[config.mk]
export PLATFORM = sky130hd
export DESIGN_NAME = csb_sfr_bank
export DESIGN_NICKNAME = d
export VERILOG_FILES = /design/src/rtl/csb_pkg.sv /design/src/rtl/csb_pc_unit.sv /design/src/rtl/csb_sfr_bank.sv
export SDC_FILE = /design/constraint.sdc
export NUM_CORES = 1
export LEC_CHECK = 0
export ABC_AREA = 0
export BUFFER_PORTS_ARGS = -buffer_cell sky130_fd_sc_hd__buf_2
export CORE_MARGIN = 2
export CORE_UTILIZATION = 40
export DETAILED_ROUTE_END_ITERATION = 10
export PLACE_DENSITY = 0.61
export SKIP_LAST_GASP = 1
export SYNTH_ARGS = -nofsm -noshare
export SYNTH_HDL_FRONTEND = slang
export SYNTH_HIERARCHICAL = 1
export SYNTH_SLANG_ARGS = --single-unit
[constraint.sdc]
create_clock -name clk_i -period 10.7 [get_ports clk_i]
set_clock_uncertainty 0.2 [all_clocks]
set_input_delay 0.535 -clock clk_i [delete_from_list [all_inputs] [get_ports clk_i]]
set_output_delay 0.535 -clock clk_i [all_outputs]
set_load 0.005 [all_outputs]
[src/rtl/csb_pkg.sv]
/*
 * csb_pkg: constants and carriers for the core special-function register bank.
 * assumes: one clock, synchronous active-high reset, byte-wide direct sfr bus from the core.
 */
package csb_pkg;

	// ************************************************************
	// sfr direct addresses
	// ************************************************************
	localparam logic [7:0] ADDR_STACK_POINTER_LOW      = 8'h81;
	localparam logic [7:0] ADDR_DATA_POINTER_LOW       = 8'h82;
	localparam logic [7:0] ADDR_DATA_POINTER_HIGH      = 8'h83;
	localparam logic [7:0] ADDR_PROGRAM_CONTROL        = 8'h87;
	localparam logic [7:0] ADDR_CORE_CONFIGURATION     = 8'haf;
	localparam logic [7:0] ADDR_STACK_POINTER_HIGH     = 8'hb7;
	localparam logic [7:0] ADDR_STACK_BOUNDARY_CONTROL = 8'hbf;

	// ************************************************************
	// field positions
	// ************************************************************
	localparam int POS_DOUBLE_BAUD     = 7;
	localparam int POS_SPH_RESERVED    = 7;
	localparam int POS_STACK_BOTTOM    = 6;
	localparam int POS_SSA_HI          = 5;
	localparam int POS_SSA_LO          = 3;
	localparam int POS_SP_HI           = 2;
	localparam int POS_WTRL_HI         = 7;
	localparam int POS_WTRL_LO         = 3;
	localparam int POS_VIOLATION_RESET = 2;
	localparam int POS_PROTECT_ENABLE  = 1;
	localparam int POS_WATERLINE_FLAG  = 0;
	localparam int POS_CFG_RESERVED    = 7;
	localparam int POS_SERIAL_ENH      = 6;
	localparam int POS_SERIAL_SELECT   = 5;
	localparam int POS_MOD_ENABLE      = 4;
	localparam int POS_XRAM_HI         = 1;
	localparam int POS_XRAM_LO         = 0;

	// ************************************************************
	// reset values and the stack top
	// ************************************************************
	localparam logic [7:0]  RST_PROGRAM_CONTROL = 8'h00;
	localparam logic [7:0]  RST_DATA_POINTER    = 8'h00;
	localparam logic [7:0]  RST_STACK_LOW       = 8'h00;
	localparam logic [2:0]  RST_STACK_START     = 3'h1;
	localparam logic [2:0]  RST_STACK_HIGH      = 3'h1;
	localparam logic [4:0]  RST_WATERLINE       = 5'h00;
	localparam logic [1:0]  RST_XRAM_ENABLE     = 2'h1;
	localparam logic [10:0] WATERLINE_TOP       = 11'h7ff;
	localparam logic [15:0] RST_PROGRAM_COUNTER = 16'h0000;
	localparam logic [7:0]  RST_OPCODE          = 8'h00;

	// ************************************************************
	// carriers
	// ************************************************************
	typedef struct packed {
		logic       wr;
		logic       rd;
		logic [7:0] addr;
		logic [7:0] wdata;
	} csb_sfr_req_s;

	typedef struct packed {
		logic        double_baud_select;
		logic        serial_enhancement_enable;
		logic        shared_serial_port_select;
		logic        modulation_enable;
		logic        external_move_enable;
		logic [15:0] data_pointer_full;
		logic [10:0] stack_pointer;
	} csb_ctrl_s;

	typedef struct packed {
		logic       load;
		logic [1:0] len;
		logic       jump;
		logic [15:0] target;
		logic [7:0] opcode;
	} csb_instr_s;

endpackage : csb_pkg

[src/rtl/csb_pc_unit.sv]
/*
 * csb_pc_unit: program counter and opcode holding register of the core.
 * assumes: the core's sequencer pulses load at the end of each instruction with its length or a jump target.
 */
`timescale 1ns/1ps
module csb_pc_unit
	import csb_pkg::*;
(
	input  wire logic        clk_i,
	input  wire logic        srst_i,
	input  wire csb_instr_s  instr_i,
	output logic [15:0]      program_counter_o,
	output logic [7:0]       opcode_o
);

	// ************************************************************
	// program counter, hidden from the sfr bus
	// ************************************************************
	always_ff @(posedge clk_i) begin
		if (srst_i) begin
			program_counter_o <= RST_PROGRAM_COUNTER;
		end else if (instr_i.load && instr_i.jump) begin
			program_counter_o <= instr_i.target;
		end else if (instr_i.load) begin
			program_counter_o <= program_counter_o + {14'h0000, instr_i.len};
		end
	end

	always_ff @(posedge clk_i) begin
		if (srst_i) begin
			opcode_o <= RST_OPCODE;
		end else if (instr_i.load) begin
			opcode_o <= instr_i.opcode;
		end
	end

endmodule : csb_pc_unit

[src/rtl/csb_sfr_bank.sv]
/*
 * csb_sfr_bank: core special-function register bank with stack boundary protection.
 * assumes: the core drives one sfr request per cycle; read data are registered, one cycle after rd.
 * assumes: the violation pulses last one cycle; whoever turns stack_reset_o into a device reset
 *          must stretch it, and the watchdog vector logic must latch stack_irq_o.
 * limitation: the waterline flag has no reset, so it is unknown until first set or cleared.
 */
`timescale 1ns/1ps
module csb_sfr_bank
	import csb_pkg::*;
(
	input  wire logic        clk_i,
	input  wire logic        srst_i,
	input  wire csb_sfr_req_s sfr_req_i,
	input  wire logic        stack_push_i,
	input  wire logic        stack_pop_i,
	input  wire logic        data_pointer_full_load_i,
	input  wire logic [15:0] data_pointer_full_value_i,
	input  wire csb_instr_s  instr_i,
	output logic [7:0]       sfr_rdata_o,
	output logic             sfr_hit_o,
	output csb_ctrl_s        ctrl_o,
	output logic             stack_irq_o,
	output logic             stack_reset_o,
	output logic [15:0]      program_counter_o,
	output logic [7:0]       opcode_o
);

	// ************************************************************
	// state
	// ************************************************************
	logic        double_baud_r;
	logic [6:0]  program_control_low_r;
	logic [7:0]  dpl_r;
	logic [7:0]  dph_r;
	logic [7:0]  spl_r;
	logic [2:0]  sph_r;
	logic [2:0]  ssa_r;
	logic        sph_top_r;
	logic        bottom_flag_r;
	logic [4:0]  waterline_r;
	logic        viol_reset_r;
	logic        protect_r;
	logic        wtrl_flag_r;
	logic        cfg_top_r;
	logic        ser_enh_r;
	logic        ser_sel_r;
	logic        mod_en_r;
	logic [1:0]  cfg_rsv_r;
	logic [1:0]  xram_r;
	logic [7:0]  rdata_r;
	logic        wtrl_seen_r;

	logic [10:0] sp_full;
	logic [10:0] sp_nxt;
	logic        sp_change;
	logic [10:0] waterline_addr;
	logic        above_wtrl;
	logic        bottom_viol;
	logic        wtrl_event;
	logic        wtrl_clear;
	logic [10:0] stack_floor;

	// ************************************************************
	// helpers
	// ************************************************************
	function automatic logic wr_at(input csb_sfr_req_s r, input logic [7:0] a);
		return r.wr && (r.addr == a);
	endfunction : wr_at

	function automatic logic is_mapped(input logic [7:0] a);
		return a inside {ADDR_STACK_POINTER_LOW, ADDR_DATA_POINTER_LOW, ADDR_DATA_POINTER_HIGH,
			ADDR_PROGRAM_CONTROL, ADDR_CORE_CONFIGURATION, ADDR_STACK_POINTER_HIGH,
			ADDR_STACK_BOUNDARY_CONTROL};
	endfunction : is_mapped

	// the start field names only the top three bits; the base below them is zero
	function automatic logic [10:0] stack_base(input logic [2:0] s);
		return {s, 8'h00};
	endfunction : stack_base

	// ************************************************************
	// stack pointer next value
	// ************************************************************
	// the live pointer is the two stored halves side by side
	assign sp_full     = {sph_r, spl_r};
	assign stack_floor = stack_base(ssa_r);

	// priority: low byte write, high byte write, push, pop
	always_comb begin
		sp_nxt    = sp_full;
		sp_change = 1'b0;
		if (wr_at(sfr_req_i, ADDR_STACK_POINTER_LOW)) begin
			sp_nxt    = {sph_r, sfr_req_i.wdata};
			sp_change = 1'b1;
		end else if (wr_at(sfr_req_i, ADDR_STACK_POINTER_HIGH)) begin
			sp_nxt    = {sfr_req_i.wdata[POS_SP_HI:0], spl_r};
			sp_change = 1'b1;
		end else if (stack_push_i) begin
			// overflow past the top rolls to the programmed start, not to zero
			sp_nxt    = (sp_full == WATERLINE_TOP) ? stack_floor : sp_full + 11'h001;
			sp_change = 1'b1;
		end else if (stack_pop_i) begin
			sp_nxt    = sp_full - 11'h001;
			sp_change = 1'b1;
		end
	end

	// a move below the start is caught before it lands, so the old pointer survives
	assign bottom_viol    = protect_r && sp_change && (sp_nxt < stack_floor);
	assign waterline_addr = WATERLINE_TOP - {6'h00, waterline_r};
	// strictly greater: a pointer sitting on the line is still legal
	assign above_wtrl     = (waterline_r != 5'h00) && (sp_full > waterline_addr);
	assign wtrl_event     = protect_r && above_wtrl && !wtrl_seen_r;
	// a clear attempted while still above the line is ignored, so the cause is not lost
	assign wtrl_clear     = wr_at(sfr_req_i, ADDR_STACK_BOUNDARY_CONTROL) && !sfr_req_i.wdata[POS_WATERLINE_FLAG]
		&& !above_wtrl;

	// ************************************************************
	// register writes
	// ************************************************************
	// reserved low bits are stored, so a read shows what software left there
	always_ff @(posedge clk_i) begin
		if (srst_i) begin
			double_baud_r <= RST_PROGRAM_CONTROL[POS_DOUBLE_BAUD];
			program_control_low_r    <= RST_PROGRAM_CONTROL[6:0];
		end else if (wr_at(sfr_req_i, ADDR_PROGRAM_CONTROL)) begin
			double_baud_r <= sfr_req_i.wdata[POS_DOUBLE_BAUD];
			program_control_low_r    <= sfr_req_i.wdata[6:0];
		end
	end

	always_ff @(posedge clk_i) begin
		if (srst_i) begin
			dpl_r <= RST_DATA_POINTER;
			dph_r <= RST_DATA_POINTER;
		end else begin
			// a byte write in the same cycle as a whole-pointer load wins for its byte
			if (data_pointer_full_load_i) begin
				{dph_r, dpl_r} <= data_pointer_full_value_i;
			end
			if (wr_at(sfr_req_i, ADDR_DATA_POINTER_LOW)) begin
				dpl_r <= sfr_req_i.wdata;
			end
			if (wr_at(sfr_req_i, ADDR_DATA_POINTER_HIGH)) begin
				dph_r <= sfr_req_i.wdata;
			end
		end
	end

	// a dropped move leaves both halves untouched
	always_ff @(posedge clk_i) begin
		if (srst_i) begin
			spl_r <= RST_STACK_LOW;
			sph_r <= RST_STACK_HIGH;
		end else if (sp_change && !bottom_viol) begin
			spl_r <= sp_nxt[7:0];
			sph_r <= sp_nxt[10:8];
		end
	end

	// the start moves with every stack-high write, even one whose pointer part is dropped
	always_ff @(posedge clk_i) begin
		if (srst_i) begin
			ssa_r     <= RST_STACK_START;
			sph_top_r <= 1'b1;
		end else if (wr_at(sfr_req_i, ADDR_STACK_POINTER_HIGH)) begin
			ssa_r     <= sfr_req_i.wdata[POS_SSA_HI:POS_SSA_LO];
			sph_top_r <= sfr_req_i.wdata[POS_SPH_RESERVED];
		end
	end

	// set wins over the software clear in the same cycle
	always_ff @(posedge clk_i) begin
		if (srst_i) begin
			bottom_flag_r <= 1'b0;
		end else if (bottom_viol) begin
			bottom_flag_r <= 1'b1;
		end else if (wr_at(sfr_req_i, ADDR_STACK_POINTER_HIGH) && !sfr_req_i.wdata[POS_STACK_BOTTOM]) begin
			bottom_flag_r <= 1'b0;
		end
	end

	always_ff @(posedge clk_i) begin
		if (srst_i) begin
			waterline_r  <= RST_WATERLINE;
			viol_reset_r <= 1'b0;
			protect_r    <= 1'b0;
		end else if (wr_at(sfr_req_i, ADDR_STACK_BOUNDARY_CONTROL)) begin
			waterline_r  <= sfr_req_i.wdata[POS_WTRL_HI:POS_WTRL_LO];
			viol_reset_r <= sfr_req_i.wdata[POS_VIOLATION_RESET];
			protect_r    <= sfr_req_i.wdata[POS_PROTECT_ENABLE];
		end
	end

	// the flag survives reset; cleared only by software while under the line
	always_ff @(posedge clk_i) begin
		if (wtrl_event) begin
			wtrl_flag_r <= 1'b1;
		end else if (wtrl_clear) begin
			wtrl_flag_r <= 1'b0;
		end
	end

	// one event per excursion above the line, rearmed once the pointer drops back
	always_ff @(posedge clk_i) begin
		if (srst_i) begin
			wtrl_seen_r <= 1'b0;
		end else begin
			wtrl_seen_r <= protect_r && above_wtrl;
		end
	end

	// reserved fields are stored, not forced; keeping them legal is software's job
	always_ff @(posedge clk_i) begin
		if (srst_i) begin
			cfg_top_r <= 1'b1;
			ser_enh_r <= 1'b0;
			ser_sel_r <= 1'b0;
			mod_en_r  <= 1'b0;
			cfg_rsv_r <= 2'h0;
			xram_r    <= RST_XRAM_ENABLE;
		end else if (wr_at(sfr_req_i, ADDR_CORE_CONFIGURATION)) begin
			cfg_top_r <= sfr_req_i.wdata[POS_CFG_RESERVED];
			ser_enh_r <= sfr_req_i.wdata[POS_SERIAL_ENH];
			ser_sel_r <= sfr_req_i.wdata[POS_SERIAL_SELECT];
			mod_en_r  <= sfr_req_i.wdata[POS_MOD_ENABLE];
			cfg_rsv_r <= sfr_req_i.wdata[3:2];
			xram_r    <= sfr_req_i.wdata[POS_XRAM_HI:POS_XRAM_LO];
		end
	end

	// ************************************************************
	// read path
	// ************************************************************
	// unmapped addresses read as zero; reserved bits read back as stored
	always_ff @(posedge clk_i) begin
		if (srst_i) begin
			rdata_r <= 8'h00;
		end else if (sfr_req_i.rd) begin
			unique case (sfr_req_i.addr)
				ADDR_STACK_POINTER_LOW:      rdata_r <= spl_r;
				ADDR_DATA_POINTER_LOW:       rdata_r <= dpl_r;
				ADDR_DATA_POINTER_HIGH:      rdata_r <= dph_r;
				ADDR_PROGRAM_CONTROL:        rdata_r <= {double_baud_r, program_control_low_r};
				ADDR_CORE_CONFIGURATION:     rdata_r <= {cfg_top_r, ser_enh_r, ser_sel_r, mod_en_r, cfg_rsv_r, xram_r};
				ADDR_STACK_POINTER_HIGH:     rdata_r <= {sph_top_r, bottom_flag_r, ssa_r, sph_r};
				ADDR_STACK_BOUNDARY_CONTROL: rdata_r <= {waterline_r, viol_reset_r, protect_r, wtrl_flag_r};
				default:                     rdata_r <= 8'h00;
			endcase
		end
	end

	assign sfr_rdata_o = rdata_r;
	// hit tells the core's bus decode that this bank owns the address
	assign sfr_hit_o   = is_mapped(sfr_req_i.addr) && (sfr_req_i.rd || sfr_req_i.wr);

	// ************************************************************
	// violation response and steering outputs
	// ************************************************************
	// interrupt path goes straight to the watchdog vector, ignoring global enable
	// both pulses are combinational and last one cycle per event
	assign stack_irq_o   = (bottom_viol || wtrl_event) && !viol_reset_r;
	assign stack_reset_o = (bottom_viol || wtrl_event) && viol_reset_r;

	assign ctrl_o.double_baud_select        = double_baud_r;
	assign ctrl_o.serial_enhancement_enable = ser_enh_r;
	assign ctrl_o.shared_serial_port_select = ser_sel_r;
	assign ctrl_o.modulation_enable         = mod_en_r;
	// either of the two stored enable bits opens external moves
	assign ctrl_o.external_move_enable      = |xram_r;
	assign ctrl_o.data_pointer_full         = {dph_r, dpl_r};
	assign ctrl_o.stack_pointer             = sp_full;

	// program counter and opcode live apart: neither is reachable over the sfr bus
	csb_pc_unit u_pc (
		.clk_i             (clk_i),
		.srst_i            (srst_i),
		.instr_i           (instr_i),
		.program_counter_o (program_counter_o),
		.opcode_o          (opcode_o)
	);

endmodule : csb_sfr_bank

Word level (Yosys, flattened, before mapping)

Index checks and enable logic that the tools add are counted.

Bits in registers: 89
Input bits: 67
Output and inout bits: 67

Add/subtract/negate cells: 4
Magnitude comparators: 2
Muxes and demuxes: 18
Equality and inequality tests: 8
Reductions and logical operators: 35

Operators with widths:

| cell                                                                  | number |
|---|---|
| 8-bit equality test (second input constant)                           | 7 |
| 8-bit one-hot mux with 7 select lines                                 | 1 |
| 11-bit 2-to-1 mux                                                     | 5 |
| 16-bit 2-to-1 mux                                                     | 2 |
| 8-bit 2-to-1 mux                                                      | 4 |
| 1-bit logical AND                                                     | 20 |
| 16-bit by 2-bit adder with 16-bit output                              | 1 |
| 11-bit by 1-bit adder with 11-bit output (second input constant)      | 1 |
| 11-bit equality test (second input constant)                          | 1 |
| 11-bit > comparator                                                   | 1 |
| 11-bit < comparator                                                   | 1 |
| 11-bit by 1-bit subtractor with 11-bit output (second input constant) | 1 |
| 2-bit nonzero test                                                    | 4 |
| 7-bit nonzero test                                                    | 1 |
| 1-bit by 6-bit subtractor with 7-bit output (first input constant)    | 1 |
| 1-bit logical NOT                                                     | 6 |
| 1-bit 2-to-1 mux                                                      | 6 |
| 5-bit nonzero test                                                    | 1 |
| 1-bit logical OR                                                      | 2 |
| 2-bit OR reduction                                                    | 1 |

Longest topological paths before layout

Gate-level depths: netlist (run 1).

Word-level depth: 9
Gate-level depth with buffers: 16
Depth with buffers taken out: 14

Cells and area by module

Netlist (run 1), hierarchy kept.

By module, submodules not included:

| module       | cells an instance | times used | area each (µm²) | sequential area each (µm²) |
|---|---|---|---|---|
| csb_sfr_bank | 491               | 1          | 3933.8          | 1301.2 |
| csb_pc_unit  | 172               | 1          | 1370.1          | 480.5 |

Worst setup path after synthesis (run 1)

OpenSTA, ideal clock, no wires.

Path type: input to output
From: input port sfr_req_i[11] (netlist bit)
To: output port stack_reset_o
Arrival: 3.148 ns
Path buffers: 2
Data required time: 9.965 ns
Stages: 12
Setup slack: 6.817 ns
Path through: or3_1 -> clkbuf_1 -> or4_1 -> buf_2 -> o311ai_0 -> a211oi_1 -> a221o_1 -> ha_1 -> a211oi_1 -> o41a_1 -> o21ai_0 -> a21boi_0

Longest elaborated chain between the ends: 8

Ends and longest elaborated chain:

| item                  | RTL line            | RTL |
|---|---|---|
| start, declared       | csb_sfr_bank.sv:14  | `input wire csb_sfr_req_s sfr_req_i,` |
| 8-bit equality test   | csb_sfr_bank.sv:68  | `return r.wr && (r.addr == a);` |
| 1-bit logical AND     | csb_sfr_bank.sv:68  |  |
| 11-bit 2-to-1 mux     | csb_sfr_bank.sv:96  | `end else if (wr_at(sfr_req_i, ADDR_STACK_POINTER_HIGH)) begin` |
| 11-bit 2-to-1 mux *   | csb_sfr_bank.sv:93  | `if (wr_at(sfr_req_i, ADDR_STACK_POINTER_LOW)) begin` |
| via sp_nxt[9]         | csb_sfr_bank.sv:55  | `logic [10:0] sp_nxt;` |
| 11-bit < comparator * | csb_sfr_bank.sv:110 | `assign bottom_viol = protect_r && sp_change && (sp_nxt < stack_floor);` |
| 1-bit logical AND *   | csb_sfr_bank.sv:110 |  |
| 1-bit logical OR *    | csb_sfr_bank.sv:264 | `assign stack_reset_o = (bottom_viol \|\| wtrl_event) && viol_reset_r;` |
| 1-bit logical AND *   | csb_sfr_bank.sv:264 |  |
| end, declared         | csb_sfr_bank.sv:24  | `output logic stack_reset_o,` |

Mark *: on every way through the listed nets, which the timed path passes. The rest lies on a longest branch.

Worst setup path in the final report (run 1)

From: register spl_r[1]
To: output port stack_reset_o

Longest elaborated chain between the ends: 9

Ends and longest elaborated chain:

| item                                                                  | RTL line                                 | RTL |
|---|---|---|
| start, declared                                                       | csb_sfr_bank.sv:36                       | `logic [7:0] spl_r;` |
| start signal, assigned                                                | csb_sfr_bank.sv:157                      | `spl_r <= sp_nxt[7:0];` |
| 11-bit by 1-bit subtractor with 11-bit output (tied with other cells) | csb_sfr_bank.sv:104                      | `sp_nxt = sp_full - 11'h001;` |
| 11-bit 2-to-1 mux, on equally long branches                           | csb_sfr_bank.sv:103, csb_sfr_bank.sv:101 |  |
| 11-bit 2-to-1 mux *                                                   | csb_sfr_bank.sv:99                       | `end else if (stack_push_i) begin` |
| 11-bit 2-to-1 mux *                                                   | csb_sfr_bank.sv:96                       |  |
| 11-bit 2-to-1 mux *                                                   | csb_sfr_bank.sv:93                       |  |
| via sp_nxt[9]                                                         | csb_sfr_bank.sv:55                       |  |
| 11-bit < comparator *                                                 | csb_sfr_bank.sv:110                      |  |
| 1-bit logical AND *                                                   | csb_sfr_bank.sv:110                      |  |
| 1-bit logical OR *                                                    | csb_sfr_bank.sv:264                      |  |
| 1-bit logical AND *                                                   | csb_sfr_bank.sv:264                      |  |

Marks and branches as above.

==> metrics, run 1 <==
Setup crit end kind output pin; Final nets 830; clk sinks 89; Hold WC Path Type in2reg; area delta synth->final 17.1%; setup ws final around 6100 ps; Seq/Total Area, Yosys 33.6%; Yosys top cell by area dfxtp_1; DR WL/cell 18.4 um; vias per cell 5.90; setup tns final 0 ps; PD cells 124 nW/um^2; Fin. Hold Viols 0; Initial Utilization between 40% and 50%; Leakage roughly 0.0026 uW; dominant synthesized flop cell dfxtp_1; TritonCTS Buffers 9; syn_area_per_cell 8.00 um^2; commonest non-fill, non-tap cells in the layout buf_2 (133), dfxtp_1 (89), nor2_1 (67); area of the die 14200 um^2; core outline area 13100 um^2; ratio of cells with drive above 1 in the final layout 22.0%; Die X between 100 and 150 um; largest net degree at the start of global routing 86; maximum clock rate 0.216 GHz; commonest non-fill, non-tap cell in the layout buf_2; DP Area 5950 um^2; post-cts resize count 0; Post-synth ARST share 0%; worst IR drop on VDD 0.0000866 V; first-pass GRT wire length 26900 um; RePlAce Congestion 0.918; CTS tree yes; grt total ovfl 0; Clk Latency, worst-skew pair around 340 ps; CP max FO 10; Root Buffer Master clkbuf_16; Mapped Cells 663; fin crit share 43.2%; CP max stage cell dfxtp_1; Clock Tree Buf Depth 2; type of origin of the critical path register; via count of the routed design 5492; Layout Cell Area excl Fill 6210 um^2; minimum clock period after layout 4630 ps; DRT iter0 DRCs 600; status complete, no violations; number of global-route vias before repair 5074; Yosys warnings 6; Max Transition Viols Final 0; Slew headroom between 20% and 30%; H-Tree Depth 3; RSZ-0062 raised after global routing false; I/O pin total 134; GRT Util Overall 23.8%; Place WS 6270 ps; initial antenna violation count 1; Die Y 119 um; number of synthesized flops with an enable pin 0; setup violators final 0; Syn Nets 742; actual slew at the worst max-slew pin 1080 ps; clock-pin slew of the registers on the worst-case setup and hold paths 60 ps; flops & latches, synth between 80 and 90; CTS Hold Bufs 0; WS Path Type reg2out; Final HPWL DP 12200 um; DRT Pass-1 Iters 5; Yosys cell types 72; Routed Antenna Nets 0; CP Data Arrival Time 3890 ps; synth top area cells dfxtp_1 (34%), mux2i_1 (6.8%), nor2_1 (4.7%); worst path cell trace ha_1, and4_1, nand4_1, o311ai_0, a211oi_1, a221o_1, ha_1, a211oi_1, o41a_1, o21ai_0, a21boi_0, buf_2; post-synth top area share 33.6%; PortBufs between 100 and 150; Core Rows 42; crit-path max cell delay 610 ps; Synth Cell Area 5300 um^2; WP data required 9970 ps; Max-Cap Viols 0; drt drc 0; Post-CTS Setup Inserts 0; final WL 17200 um
-- cells by family (layout without fill, tap and decap cells) --
logic type               after synthesis  after routing  synth area share [%]
AO/OA/AOI/OAI                        205            205                  27.2
XOR/XNOR                               1              1                 0.165
adder cells (fa/ha/maj)               12             12                  2.97
buffers and inverters                 78            169                  6.16
flip-flops                            89             89                  33.6
multiplexers                          42             42                  8.07
other                                  0              1                     0
AND/OR/NAND/NOR                      236            236                  21.8
-- final cells by class --
cell class	instances	area (um^2)
multi-input cells	496	3200
diodes	1	2.50
clock buffers	11	233
repair buffers	135	681
well taps	176	220
clock inverters	3	20.0
fillers	1320	6880
inverters	20	75.1
flip-flops and latches	89	1780
-- path summary, 6_finish.rpt --
| kind | startpoint | to | slack (ps) | cells after the start |
|---|---|---|---|---|
| hold / removal | instr_i[4] | u_pc/opcode_o[4] | 240 | 3 |
| setup reg to reg | spl_r[1] | sph_r[1] | 6780 | 12 |
| setup / recovery | spl_r[1] | stack_reset_o | 6070 | 12 |
| hold reg to reg | program_control_low_r[3] | program_control_low_r[3] | 260 | 2 |
-- registers in the layout (all words and copies together), names as in the netlist, 3 cells and up --
register                flops
sph_r                       3
u_pc/program_counter_o     16
spl_r                       8
waterline_r                 5
program_control_low_r       7
dpl_r                       8
u_pc/opcode_o               8
ssa_r                       3
sfr_rdata_o                 8
dph_r                       8
-- through the flow --
| stage | util, % | instances | hold slack [ps] | power (uW) |
|---|---|---|---|---|
| floorplan | - | 663 | 229 | 444 |
| global placement | 45.5 | 916 | 242 | 494 |
| detailed placement | 45.5 | 916 | 253 | 497 |
| CTS | 47.4 | 930 | 237 | 777 |
| global route | 47.4 | 931 | 248 | 807 |
| finish | 47.4 | 931 | 239 | 773 |
-- worst max-delay path, delay by kind of cell, from the launching register on --
family | cells | cell delay, ps
AO/OA/AOI/OAI | 7 | 1810
adder cells (fa/ha/maj) | 2 | 500
buffers and inverters | 1 | 130
flip-flops | 1 | 610
AND/OR/NAND/NOR | 2 | 490
-- Yosys cell counts, types with 4 or more instances --
| master | instances |
|---|---|
| a22oi_1 | 19 |
| nand3_1 | 26 |
| o211ai_1 | 8 |
| nor4_1 | 4 |
| o21ai_0 | 20 |
| a221oi_1 | 8 |
| a211oi_1 | 31 |
| a21oi_1 | 50 |
| or4_1 | 6 |
| and4_1 | 5 |
| nor2_1 | 67 |
| a31oi_1 | 7 |
| o41ai_1 | 4 |
| nor2b_1 | 10 |
| dfxtp_1 | 89 |
| a21o_1 | 4 |
| a311oi_1 | 8 |
| o22ai_1 | 5 |
| buf_1 | 4 |
| nand2_1 | 64 |
| and3_1 | 10 |
| buf_2 | 5 |
| buf_4 | 5 |
| o21a_1 | 5 |
| nor3_1 | 6 |
| mux2_2 | 6 |
| a21boi_0 | 4 |
| nand4_1 | 12 |
| nand2b_1 | 5 |
| inv_1 | 19 |
| mux2i_1 | 36 |
| clkbuf_1 | 42 |
| ha_1 | 11 |
-- routing by layer --
| layer | up-vias | part of all wire (%) | GRT usage, % |
|---|---|---|---|
| met5 | - | 0 | 0 |
| met1 | 2564 | 45 | 31.3 |
| met3 | 32 | 6.3 | 5.41 |
| li1 | 2651 | - | - |
| met4 | 0 | 2.6 | 8.63 |
| met2 | 245 | 47 | 38.1 |
-- where the power goes --
part / leakage (uW) / switching [uW] / internal (uW)
logic: 0.00177 / 66.6 / 53.0
registers: 0.000728 / 25.3 / 346
clock network: 0.000117 / 127 / 155
Note: power is estimated with default switching activity, not from simulation.
==> run 2, diff against run 1 <==
--- a/config.mk
+++ b/config.mk
@@ -10,7 +10,7 @@
 export CORE_MARGIN = 2
 export CORE_UTILIZATION = 40
 export DETAILED_ROUTE_END_ITERATION = 10
-export PLACE_DENSITY = 0.61
+export PLACE_DENSITY = 0.63
 export SKIP_LAST_GASP = 1
 export SYNTH_ARGS = -nofsm -noshare
 export SYNTH_HDL_FRONTEND = slang
==> constraint.sdc (replaced) <==
create_clock -name clk_i -period 3.81 [get_ports clk_i]
set_clock_uncertainty 0.2 [all_clocks]
set_input_delay 0.1905 -clock clk_i [delete_from_list [all_inputs] [get_ports clk_i]]
set_output_delay 0.1905 -clock clk_i [all_outputs]
set_load 0.005 [all_outputs]
==> metrics, run 2 (synthesized netlist as in run 1, its figures left out) <==
PD cells 362 nW/um^2; first-pass GRT wire length 28500 um; Slew headroom 57.9%; Reg2Reg Capture Point spl_r[7]; CP Data Arrival Time 3290 ps; actual slew at the worst max-slew pin about 630 ps; DRT Pass-1 Iters 6; cell-internal power ~1800 uW; Reg power frac between 40 and 50%; maximum clock rate 0.272 GHz; crit path capture stack_reset_o; final WL 18200 um; Die Y 119 um; fin crit share about 97%; Layout Cell Area excl Fill 6640 um^2; CP Launch Point spl_r[1]; worst reg2reg path depth 12; DR WL/cell about 19 um; clock share of power 40.8%; worst IR drop on VDD 0.000207 V; clk sinks 89; CP max FO 7; DP Area 6090 um^2; Final Power 2400 uW; clock-pin slew of the registers on the worst-case setup and hold paths 60 ps; Max Transition Viols Final 0; largest net degree at the start of global routing 58; drt drc 0; Filler Cells Inserted 1237; worst path cell trace or4_4, nor4bb_2, xnor2_1, a211oi_1, a221o_1, ha_1, a211oi_2, o41a_1, o21ai_0, a21boi_0, buf_2; Place WS 190 ps; initial antenna violation count 0; setup ws final about 130 ps; Core Rows between 40 and 50; Multi-input gate area 3230 um^2; Sequential cell area 1790 um^2; H-Tree Depth 3; GRT Util Overall 25.0%; Leakage 0.00284 uW; sw frac 26.8%; number of global-route vias before repair 5437; CP max stage cell or4_4; status complete, but fails checks; Initial Utilization 40.5%; failing checks negative hold slack; Routed Antenna Nets 0; commonest non-fill, non-tap cell in the layout buf_2; TritonCTS Buffers 9; RR Startpoint spl_r[1]; area of the die between 10000 and 15000 um^2; Inserted Diodes 0; Clock Tree Buf Depth 2; Final HPWL DP 12900 um; reg2reg setup slack 320 ps; PortBufs roughly 130; hold_sp data_pointer_full_value_i[12]; Max-Cap Viols 0; switching power 645 uW; type of origin of the critical path register; setup violators final 0; CTS tree yes; number of flip-flops in the largest register 16; area delta synth->final 25.2%; ratio of cells with drive above 1 in the final layout 25.6%; Final Util 50.7%; Die X ~120 um; most flop-heavy register u_pc/program_counter_o; core outline area 13100 um^2; WP data required 3420 ps; worst hold margin -3.95 ps; vias per cell 5.99; grt total ovfl 0; Setup crit end kind output pin; crit-path max cell delay 540 ps; Root Buffer Master clkbuf_16; Clk Latency, worst-skew pair approximately 340 ps; Fin. Hold Viols 2; Final nets 866; minimum clock period after layout 3680 ps; DRT iter0 DRCs 701; Combinational Power Share between 15 and 20%; WS Path Type reg2out; I/O pin total 134; RePlAce Congestion 0.930; commonest non-fill, non-tap cells in the layout buf_2 (133), dfxtp_1 (85), nor2_1 (67); via count of the routed design approximately 5.8k; Hold WC Path Type in2reg
## run 2: cell types whose count changed in the layout (fill, tap and decap cells not counted), moves of 2 or more
cell and change:
and4_1 -2, buf_4 +20, dfxtp_2 +3, clkbuf_1 -2
bufinv_16 +2, dfxtp_1 -4, and4_2 +2, dlygate4sd3_1 +16
clkbuf_8 +2
## run 2: per-stage QoR
stage,std cells,setup TNS [ps]
floorplan,663,0
global placement,934,0
detailed placement,934,0
CTS,967,0
global route,968,-12.7
finish,968,0
## run 2: worst max-delay path: cells and delay by family, from the launching register on
family / cells / cell delay, ps
simple gates: 2 / 850
compound gates: 6 / 1210
fa+ha+maj: 1 / 200
flops: 1 / 370
xor+xnor: 1 / 170
buf+inv: 1 / 140
## run 2: what timing repair did
item / CTS / global route
endpoints found under the setup margin: 2 / 12
gates cloned: 0 / 0
resized for setup: 1 / 14
setup buffers: 1 / 1
hold buffers: 16 / 0
pin swaps: 0 / 1
endpoints found under the hold margin: 16 / 0
## run 2: layout make-up
class	instances	share of cell area [%]
clock buffer	11	3.81
multi-input combinational	496	48.7
inverter	20	1.13
clock inverter	5	1.17
timing repair buffer	171	14.9
tap	176	3.32
sequential	89	26.9
## run 2: routing by layer
layer	vias to the layer above	part of all wire, %	global-route usage, %
met4	0	1.4	8.18
met5	-	0	0
met3	33	7.6	4.79
met1	2759	43	33.5
li1	2717	-	-
met2	289	48	40.5
## run 2: power by group through the flow
| stage | Clock (uW) | Sequential [uW] | Combinational [uW] |
|---|---|---|---|
| floorplan | 0 | 1030 | 219 |
| detailed placement | 0 | 1050 | 366 |
| global placement | 0 | 1050 | 362 |
| finish | 980 | 1030 | 391 |
| CTS | 992 | 1030 | 381 |
| global route | 1030 | 1040 | 427 |
## run 2: worst min-delay path by stage
stage	end	depth (start not counted)
finish	dph_r[4]	3
global route	u_pc/program_counter_o[10]	3
CTS	ssa_r[2]	3
detailed placement	u_pc/opcode_o[6]	3
global placement	u_pc/opcode_o[7]	3
floorplan	sph_top_r	2
